==> config.mk <==
export PLATFORM = sky130hd
export DESIGN_NAME = otdoc_cfg
export DESIGN_NICKNAME = d
export VERILOG_FILES = /design/src/core/otdoc_pkg.sv /design/src/core/otdoc_cfg.sv
export VERILOG_INCLUDE_DIRS = /design/src /design/src/core
export SDC_FILE = /design/constraint.sdc
export NUM_CORES = 1
export LEC_CHECK = 0
export BUFFER_PORTS_ARGS = -buffer_cell sky130_fd_sc_hd__buf_2
export CAP_MARGIN = 20
export CORE_MARGIN = 4
export CORE_UTILIZATION = 38
export DETAILED_ROUTE_END_ITERATION = 6
export PLACE_DENSITY = 0.58
export SETUP_SLACK_MARGIN = 0.2
export SLEW_MARGIN = 20
export SYNTH_ARGS = -nofsm -noshare
export SYNTH_HDL_FRONTEND = slang
export SYNTH_SLANG_ARGS = --single-unit
==> constraint.sdc <==
create_clock -name clk_sys -period 8.21 [get_ports clk_sys]
set_clock_uncertainty 0.05 [all_clocks]
set_input_delay 0.821 -clock clk_sys [delete_from_list [all_inputs] [get_ports clk_sys]]
set_output_delay 0.821 -clock clk_sys [all_outputs]
set_load 0.02 [all_outputs]
==> src/core/otdoc_consts.svh <==
// Purpose: constants for the output type, delay and oscillator decode
// Assumes: 32-bit serial words, register address in the low five bits
// Notes:   field positions are bit numbers within the stored word
`ifndef OTDOC_CONSTS_SVH
`define OTDOC_CONSTS_SVH

`define OTDOC_WORD_W         32
`define OTDOC_ADDR_W         5
`define OTDOC_ADDR_GROUP_A   5'h06
`define OTDOC_ADDR_GROUP_B   5'h07
`define OTDOC_ADDR_GROUP_C   5'h08
`define OTDOC_ADDR_OSC_CTRL  5'h0a
`define OTDOC_RESET_WORD     32'h0000_0000

`define OTDOC_NUM_CHAN       6
`define OTDOC_NUM_PAIR       3
`define OTDOC_TYPE_W         4
`define OTDOC_TYPE_LSB_EVEN  20
`define OTDOC_TYPE_LSB_ODD   24
`define OTDOC_TYPE_LSB_CH4   16
`define OTDOC_TYPE_OFF       4'h0
`define OTDOC_TYPE_LVDS      4'h1
`define OTDOC_TYPE_PECL_MAX  4'h5
`define OTDOC_TYPE_CMOS_MAX  4'he

`define OTDOC_ADLY_W         5
`define OTDOC_ADLY_LSB_EVEN  5
`define OTDOC_ADLY_LSB_ODD   11
`define OTDOC_ADLY_MAX       5'h17
`define OTDOC_PS_W           11
`define OTDOC_ADLY_STEP_PS   11'h019
`define OTDOC_ADLY_FIXED_PS  11'h1f4

`define OTDOC_OSC_TYPE_LSB   24
`define OTDOC_OSC_EN_BIT     22
`define OTDOC_OSC_MUX_BIT    20
`define OTDOC_OSC_IN_PD_BIT  19
`define OTDOC_OSC_DIV_LSB    16
`define OTDOC_VCO_PATH_SELECT_BIT    12
`define OTDOC_FB_MUX_BIT     11
`define OTDOC_VCO_PRESCALE_VALUE_LSB    8
`define OTDOC_DIV_W          3
`define OTDOC_RATIO_W        4
`define OTDOC_RATIO_BYPASS   4'h1
`define OTDOC_RATIO_CODE0    4'h8
`define OTDOC_RATIO_CODE1    4'h2

`endif

==> src/core/otdoc_pkg.sv <==
// Purpose: types for the output type, delay and oscillator decode
// Assumes: nothing beyond the constants header
// Notes:   buffer kinds only; swing and polarity stay in the raw code
package otdoc_pkg;
   typedef enum logic [1:0] {
      OTDOC_KIND_OFF    = 2'b00,
      OTDOC_KIND_LVDS   = 2'b01,
      OTDOC_KIND_LVPECL = 2'b10,
      OTDOC_KIND_LVCMOS = 2'b11
   } otdoc_kind_e;
endpackage

==> src/core/otdoc_cfg.sv <==
// Purpose: serial-loaded output type, analog delay and oscillator config
// Assumes: serial pins synchronous to clk_sys, data shifted msb first
// Notes:   decoded outputs follow the stored words by one clock
`timescale 1ns/1ns
`include "otdoc_consts.svh"

// Functional notes
// - four-bit type: 0 off, 1 LVDS, 2-5 LVPECL, 6-14 LVCMOS.
// - five-bit analog delay, codes 0-23, 25 ps per step.
// - programmed delay applies only when that output's select bit is set.
// - pair delay block powered down when neither output selects it.
// - engaged delay block adds a fixed 500 ps offset.
// - lower output delay in bits 9:5, higher output in bits 15:11.
// - oscillator output drives only with non-off type and enable bit 22.
// - source select 0 bypasses divider, 1 routes through it.
// - divide code 0 gives 8, codes 1 and 2 give 2, others own value.
// - divide by one only through the bypass path.
// - VCO path select 0 direct, 1 through the VCO divider.
// - VCO prescale value sets the divide when the divider is selected.
module otdoc_cfg (
   input  wire logic                           clk_sys,
   input  wire logic                           reset,
   input  wire logic                           serClk,
   input  wire logic                           serData,
   input  wire logic                           serLatchEn,
   input  wire logic [`OTDOC_NUM_CHAN-1:0]     chanDelaySel,
   output otdoc_pkg::otdoc_kind_e              chanKind [`OTDOC_NUM_CHAN],
   output logic [`OTDOC_NUM_CHAN-1:0]          chanBufOn,
   output logic [`OTDOC_NUM_CHAN-1:0]          chanDelayOn,
   output logic [`OTDOC_NUM_CHAN-1:0][`OTDOC_PS_W-1:0] chanDelayPs,
   output logic [`OTDOC_NUM_PAIR-1:0]          pairDelayPowered,
   output logic                                oscBufDrive,
   output otdoc_pkg::otdoc_kind_e              oscBufKind,
   output logic [`OTDOC_RATIO_W-1:0]           oscRatio,
   output logic                                oscInPowerdown,
   output logic                                vcoPathDivided,
   output logic [`OTDOC_RATIO_W-1:0]           vcoRatio,
   output logic                                feedbackMuxOn
);
   import otdoc_pkg::*;

   logic [`OTDOC_WORD_W-1:0] shift_reg, shift_next;
   logic                     serClk_reg, serClk_next;
   logic                     serLatch_reg, serLatch_next;
   logic [`OTDOC_WORD_W-1:0] group_reg [`OTDOC_NUM_PAIR];
   logic [`OTDOC_WORD_W-1:0] group_next [`OTDOC_NUM_PAIR];
   logic [`OTDOC_WORD_W-1:0] oscCtrl_reg, oscCtrl_next;
   logic                     latchEdge;
   logic [`OTDOC_ADDR_W-1:0] wrAddr;

   otdoc_kind_e                          chanKind_next [`OTDOC_NUM_CHAN];
   logic [`OTDOC_NUM_CHAN-1:0]           chanBufOn_next;
   logic [`OTDOC_NUM_CHAN-1:0][`OTDOC_PS_W-1:0] chanDelayPs_next;
   logic [`OTDOC_NUM_PAIR-1:0]           pairPowered_next;
   otdoc_kind_e                          oscKind_next;
   logic                                 oscDrive_next;
   logic [`OTDOC_RATIO_W-1:0]            oscRatio_next;
   logic [`OTDOC_RATIO_W-1:0]            vcoRatio_next;

   function automatic otdoc_kind_e kindOf(input logic [3:0] code);
      if (code == `OTDOC_TYPE_OFF || code > `OTDOC_TYPE_CMOS_MAX) begin
         kindOf = OTDOC_KIND_OFF;
      end else if (code == `OTDOC_TYPE_LVDS) begin
         kindOf = OTDOC_KIND_LVDS;
      end else if (code <= `OTDOC_TYPE_PECL_MAX) begin
         kindOf = OTDOC_KIND_LVPECL;
      end else begin
         kindOf = OTDOC_KIND_LVCMOS;
      end
   endfunction

   function automatic logic [3:0] ratioOf(input logic [2:0] code);
      if (code == 3'h0) begin
         ratioOf = `OTDOC_RATIO_CODE0;
      end else if (code == 3'h1) begin
         ratioOf = `OTDOC_RATIO_CODE1;
      end else begin
         ratioOf = {1'b0, code};
      end
   endfunction

   // serial shift and latch into the addressed word
   always_comb begin
      serClk_next   = serClk;
      serLatch_next = serLatchEn;
      latchEdge     = serLatchEn & ~serLatch_reg;
      wrAddr        = shift_reg[`OTDOC_ADDR_W-1:0];
      shift_next    = shift_reg;
      if (serClk && !serClk_reg) begin
         shift_next = {shift_reg[`OTDOC_WORD_W-2:0], serData};
      end
      group_next   = group_reg;
      oscCtrl_next = oscCtrl_reg;
      if (latchEdge) begin
         unique case (wrAddr)
            `OTDOC_ADDR_GROUP_A: group_next[0] = shift_reg;
            `OTDOC_ADDR_GROUP_B: group_next[1] = shift_reg;
            `OTDOC_ADDR_GROUP_C: group_next[2] = shift_reg;
            `OTDOC_ADDR_OSC_CTRL: oscCtrl_next = shift_reg;
            default: ;
         endcase
      end
   end

   always_ff @(posedge clk_sys) begin
      if (reset) begin
         shift_reg    <= `OTDOC_RESET_WORD;
         serClk_reg   <= 1'b0;
         serLatch_reg <= 1'b0;
         group_reg    <= '{default: `OTDOC_RESET_WORD};
         oscCtrl_reg  <= `OTDOC_RESET_WORD;
      end else begin
         shift_reg    <= shift_next;
         serClk_reg   <= serClk_next;
         serLatch_reg <= serLatch_next;
         group_reg    <= group_next;
         oscCtrl_reg  <= oscCtrl_next;
      end
   end

   // per-channel type and delay decode
   for (genvar i = 0; i < `OTDOC_NUM_CHAN; i++) begin : g_chan
      localparam int TL = (i % 2 == 1) ? `OTDOC_TYPE_LSB_ODD :
                          (i == 4) ? `OTDOC_TYPE_LSB_CH4 :
                          `OTDOC_TYPE_LSB_EVEN;
      localparam int DL = (i % 2 == 1) ? `OTDOC_ADLY_LSB_ODD :
                          `OTDOC_ADLY_LSB_EVEN;
      logic [`OTDOC_TYPE_W-1:0] typeCode;
      logic [`OTDOC_ADLY_W-1:0] dlyCode;
      assign typeCode = group_reg[i/2][TL +: `OTDOC_TYPE_W];
      assign dlyCode = (group_reg[i/2][DL +: `OTDOC_ADLY_W] > `OTDOC_ADLY_MAX)
                       ? `OTDOC_ADLY_MAX : group_reg[i/2][DL +: `OTDOC_ADLY_W];
      assign chanKind_next[i]  = kindOf(typeCode);
      assign chanBufOn_next[i] = (kindOf(typeCode) != OTDOC_KIND_OFF);
      assign chanDelayPs_next[i] = chanDelaySel[i]
         ? `OTDOC_ADLY_FIXED_PS + `OTDOC_PS_W'(dlyCode) * `OTDOC_ADLY_STEP_PS
         : '0;
   end

   for (genvar p = 0; p < `OTDOC_NUM_PAIR; p++) begin : g_pair
      assign pairPowered_next[p] = chanDelaySel[2*p] | chanDelaySel[2*p+1];
   end

   always_comb begin
      oscKind_next  = kindOf(oscCtrl_reg[`OTDOC_OSC_TYPE_LSB +: 4]);
      oscDrive_next = (oscKind_next != OTDOC_KIND_OFF) &&
                      oscCtrl_reg[`OTDOC_OSC_EN_BIT];
      oscRatio_next = oscCtrl_reg[`OTDOC_OSC_MUX_BIT]
         ? ratioOf(oscCtrl_reg[`OTDOC_OSC_DIV_LSB +: `OTDOC_DIV_W])
         : `OTDOC_RATIO_BYPASS;
      vcoRatio_next = oscCtrl_reg[`OTDOC_VCO_PATH_SELECT_BIT]
         ? ratioOf(oscCtrl_reg[`OTDOC_VCO_PRESCALE_VALUE_LSB +: `OTDOC_DIV_W])
         : `OTDOC_RATIO_BYPASS;
   end

   always_ff @(posedge clk_sys) begin
      if (reset) begin
         chanKind         <= '{default: OTDOC_KIND_OFF};
         chanBufOn        <= '0;
         chanDelayOn      <= '0;
         chanDelayPs      <= '0;
         pairDelayPowered <= '0;
         oscBufDrive      <= 1'b0;
         oscBufKind       <= OTDOC_KIND_OFF;
         oscRatio         <= `OTDOC_RATIO_BYPASS;
         oscInPowerdown   <= 1'b0;
         vcoPathDivided   <= 1'b0;
         vcoRatio         <= `OTDOC_RATIO_BYPASS;
         feedbackMuxOn    <= 1'b0;
      end else begin
         chanKind         <= chanKind_next;
         chanBufOn        <= chanBufOn_next;
         chanDelayOn      <= chanDelaySel;
         chanDelayPs      <= chanDelayPs_next;
         pairDelayPowered <= pairPowered_next;
         oscBufDrive      <= oscDrive_next;
         oscBufKind       <= oscKind_next;
         oscRatio         <= oscRatio_next;
         oscInPowerdown   <= oscCtrl_reg[`OTDOC_OSC_IN_PD_BIT];
         vcoPathDivided   <= oscCtrl_reg[`OTDOC_VCO_PATH_SELECT_BIT];
         vcoRatio         <= vcoRatio_next;
         feedbackMuxOn    <= oscCtrl_reg[`OTDOC_FB_MUX_BIT];
      end
   end
endmodule

Word level (Yosys, flattened, before mapping)
Cells that the tools add are included.
{ "word_totals": {"regBits": 249, "input_bits": 11, "elab_cells": 164} }
{ "classes": {"n_addsub": 6, "n_mul": 6, "magnitude_cmp": 20, "eq_ne": 13, "mux": 31, "bitwise_logic": 13, "n_reduce_logical": 42} }
{ "op_table": {"columns": ["op", "n"], "rows": [
  ["9-bit by 10-bit adder with 11-bit output (first input constant)", 6],
  ["5-bit by 5-bit multiplier with 10-bit output (second input constant)", 6],
  ["5-bit > comparator (second input constant)", 6],
  ["5-bit two-way mux", 6],
  ["4-bit by 1-bit == test with 1-bit output (second input constant)", 7],
  ["4-bit > comparator (second input constant)", 7],
  ["4-bit by 3-bit less-or-equal comparator with 1-bit output (second input constant)", 7],
  ["4-bit logical NOT", 7],
  ["2-bit two-way mux", 14],
  ["2-bit OR reduction", 8],
  ["2-bit nonzero test", 7],
  ["5-bit by 3-bit == test with 1-bit output (second input constant)", 2],
  ["5-bit by 4-bit == test with 1-bit output (second input constant)", 2],
  ["1-bit NOT", 9],
  ["4-bit two-way mux", 2],
  ["2-bit AND reduction", 4],
  ["4-bit OR reduction", 2],
  ["1-bit logical OR", 7],
  ["1-bit two-way mux", 7],
  ["3-bit by 1-bit == test with 1-bit output (second input constant)", 2],
  ["3-bit logical NOT", 2],
  ["3-bit two-way mux", 2],
  ["3-bit OR reduction", 2],
  ["1-bit OR", 3],
  ["other kinds (3)", 4]
]} }

Depth between registers and ports, before layout
{ "depth": {"ltp_word": 6, "depth_mapped": 13, "ltp_nobuf": 12} }

Worst setup path before layout
Ideal clock, no wire load.
{ "synth_timing": {"path_kind": "flip-flop to flip-flop", "from": "register group_reg[47] in the netlist's numbering", "to": "register chanDelayPs[43] in the netlist's numbering", "arrival_time_ns": 2.827, "path_slack_ns": 5.246, "path_stages_with_launch": 13, "path_buffers": 0, "period_less_slack_ns": 2.964, "cell_sequence": "dfxtp_1 a21o_1 inv_1 ha_1 inv_1 ha_1 ha_1 inv_1 fa_1 nand2b_1 a2111oi_0 o221ai_1 o31ai_1"} }
{ "synth_between": {"elab_chain_cells": 4} }
{ "synth_rtl": {"columns": ["item", "line_no", "source"], "rows": [
  ["start, declared", "otdoc_cfg.sv:45", "logic [`OTDOC_WORD_W-1:0] group_reg [`OTDOC_NUM_PAIR];"],
  ["start signal, assigned", "otdoc_cfg.sv:116", "group_reg <= group_next;"],
  ["5-bit > comparator (no line)", null, null],
  ["5-bit two-way mux *", "otdoc_cfg.sv:131", "assign dlyCode = (group_reg[i/2][DL +: `OTDOC_ADLY_W] > `OTDOC_ADLY_MAX)"],
  ["5-bit by 5-bit multiplier with 10-bit output (no line) *", null, null],
  ["9-bit by 10-bit adder with 11-bit output (no line) *", null, null],
  ["end signal, assigned", "otdoc_cfg.sv:174", "chanDelayPs <= chanDelayPs_next;"],
  ["end, declared", "otdoc_cfg.sv:30", "output logic [`OTDOC_NUM_CHAN-1:0][`OTDOC_PS_W-1:0] chanDelayPs,"]
]} }
Mark *: on every way between the ends. The rest lies on a longest branch, timed or not.
A chain may end at the register's enable or synchronous reset.

Worst setup path after layout
{ "layout_timing": {"from": "register group_reg[73] in the netlist's numbering", "to": "register chanDelayPs[10] in the netlist's numbering"} }
Same word-level chain as after synthesis.

==> results_dict.tcl <==
set metrics [dict create \
    cts_max_level 1 \
    cts_max_path_buffers 3 \
    cts_tree "done" \
    hold_viol 0 \
    hold_start "shift_reg[10]" \
    stdcell_area_um2 11400 \
    period_minus_slack_ns 3.43 \
    worstHoldPathType "flop to flop" \
    cts_made_buffers 24 \
    async_flop_share 0 \
    critPathSlowestCell "a2111oi_0" \
    crit_arrival_ns 3.80 \
    p_int_mw 1.69 \
    vias 7147 \
    p_leak_nw 5.29 \
    tns_ns 0 \
    dpl.hpwl_mm 13.8 \
    slew_headroom 0.287 \
    root_buffer "clkbuf_16" \
    power_frac_clock 0.500 \
    grt_pass1_wl_mm 33.1 \
    overflow 0 \
    pwr-share-seq 0.470 \
    rows 58 \
    p_per_area_nw_per_um2 190 \
    cap_violations 0 \
    setup_viol 0 \
    worstSkewPairLatency_ns 0.52 \
    cts_resized 0 \
    drcViolationCount 0 \
    pre_cts_ws_ns 4.75 \
    grtUsageTotal 0.137 \
    grt_pass1_vias 6915 \
    mostFrequentLayoutCell "dfxtp_1" \
    power_mw 2.16 \
    crit_fanout 10 \
    dieArea_um2 28100 \
    p_comb_frac 0.030 \
    netlist_area_um2 9680 \
    detail_route.iter0.violations 275 \
    port_buffers 117 \
    syn_inst 1043 \
    largest_register_ffs 66 \
    synth_cell_type_count 49 \
    antenna_left 0 \
    critPathCaptureType "flop" \
    cts_hold_buf 0 \
    antenna_found_initial 0 \
    finalNetCount 1297 \
    dpl-instance-area_um2 10600 \
    fmax_mhz 292 \
    synth_edf_count 0 \
    worst_pin_slew_ns 1.07 \
    hold_end "shift_reg[11]" \
    ioPinCount 118 \
    final.setup.worst_slack_ns 4.78 \
    area_growth_pct 17.6 \
    diodes 0 \
    rsz0062_at_grt "false" \
    switching_share 0.218 \
    hold_depth 2 \
    timing.hold.ws_ns 0.407 \
    grt_max_degree 87 \
    postCtsSetupBuffers 0 \
    path_cells "a21o_1 -> inv_1 -> ha_1 -> inv_1 -> ha_1 -> ha_1 -> inv_1 -> fa_1 -> nand2b_1 -> a2111oi_0 -> o221ai_1 -> o31ai_1" \
    yosysWarnings 0 \
    outcome "completed" \
    initial_utilization 0.386 \
    r2r-start "group_reg[73]" \
    core-area_um2 25100 \
    syn_nets 1187 \
    max_stage_delay_ns 0.60 \
    drive_gt1_frac 0.144 \
    worstSetupPathType "flop to flop" \
    gp_congestion 0.813 \
    die_h_um 168 \
    period_share 0.417 \
    post_drt_wl_per_cell_um 12.8 \
    slew_viol_final 0 \
    cp.required_ns 8.59 \
    ys_seq_elements 206 \
    ys.flop_type "dfxtp_1" \
    drt_wl_total_mm 19.2 \
    startpoint_type "flop" \
    viasPerCell 4.76 \
    p_switching_uw 472 \
    clk_pin_slew_ns 0.06 \
    dr.pass1.iters 5 \
    r2r-end "chanDelayPs[10]" \
    r2r_slack_ns 4.78 \
    final_cell_mix "dfxtp_1, nor2_1, ha_1, buf_2, inv_1" \
    ir_worst_vdd_uv 127 \
    r2r.worst_path.cells 12 \
    synth_area_per_cell_um2 9.28 \
    ys_seq_area_frac 0.426 \
    cts.sinks 206 \
    fp.dieW_um 168 \
]
## cells in the mapped netlist (8+ instances only)
cell	n	area share
nor2b_1	14	0.0090
a211oi_1	16	0.012
nor3_1	17	0.0088
nand2b_1	16	0.010
inv_1	108	0.042
dfxtp_1	206	0.43
a21oi_1	61	0.032
mux2i_1	75	0.078
o21a_1	8	0.0062
ha_1	122	0.16
clkbuf_1	29	0.011
fa_1	11	0.023
o21ai_0	23	0.012
nand2_1	84	0.033
and2_1	18	0.012
nand3_1	16	0.0083
nor2_1	131	0.051
## cell families after synthesis
logic type               after synthesis  synth area share
adder cells (fa/ha/maj)              133             0.180
XOR/XNOR                               9           0.00814
AO/OA/AOI/OAI                        140            0.0900
AND/OR/NAND/NOR                      331             0.157
multiplexers                          75            0.0775
flip-flops                           206             0.426
buffers and inverters                149            0.0606
## stage by stage
stage / util / cells
6_report: 0.453 / 1500
2_1_floorplan: - / 1043
4_1_cts: 0.453 / 1500
5_1_grt: 0.453 / 1500
3_5_place_dp: 0.421 / 1457
3_3_place_gp: 0.421 / 1457
## power groups by stage
stage,combinational [mW],clock (mW),sequential [mW]
2_1_floorplan,0.0282,0,1.05
3_3_place_gp,0.0671,0,1.04
3_5_place_dp,0.0673,0,1.04
4_1_cts,0.0674,1.12,1.02
5_1_grt,0.0728,1.16,1.02
6_report,0.0659,1.08,1.02
## metal layers
metal	part of all wire	vias up	track usage
met1	0.46	3309	0.177
met4	0.018	0	0.0318
met2	0.47	100	0.236
met3	0.048	26	0.0267
met5	0	-	0
li1	-	3712	-
## worst max path at each step
stage                     slack, ns           from              end  cells past startpoint
after floorplan                5.25  group_reg[47]  chanDelayPs[43]                     12
after global placement         4.91  group_reg[73]  chanDelayPs[10]                     12
after detailed placement       4.75  group_reg[73]  chanDelayPs[10]                     12
after CTS                      4.72  group_reg[73]  chanDelayPs[10]                     12
after global routing           4.44  group_reg[47]  chanDelayPs[43]                     12
final                          4.78  group_reg[73]  chanDelayPs[10]                     12
## cell type report
class                      count  area [µm²]
clock buffer                  30         653
inverter                     110         413
tap                          330         413
sequential                   206        4120
fill                        2493       13700
clock inverter                13         163
timing repair buffer         123         633
multi-input combinational    688        4980
## worst max-delay path, delay by kind of cell (launching register included)
family	cells	cell delay, ns
simple gates	1	0.20
compound gates	4	1.10
buf+inv	3	0.17
flops	1	0.53
fa+ha+maj	4	1.29
(Power assumes the default switching activity.)
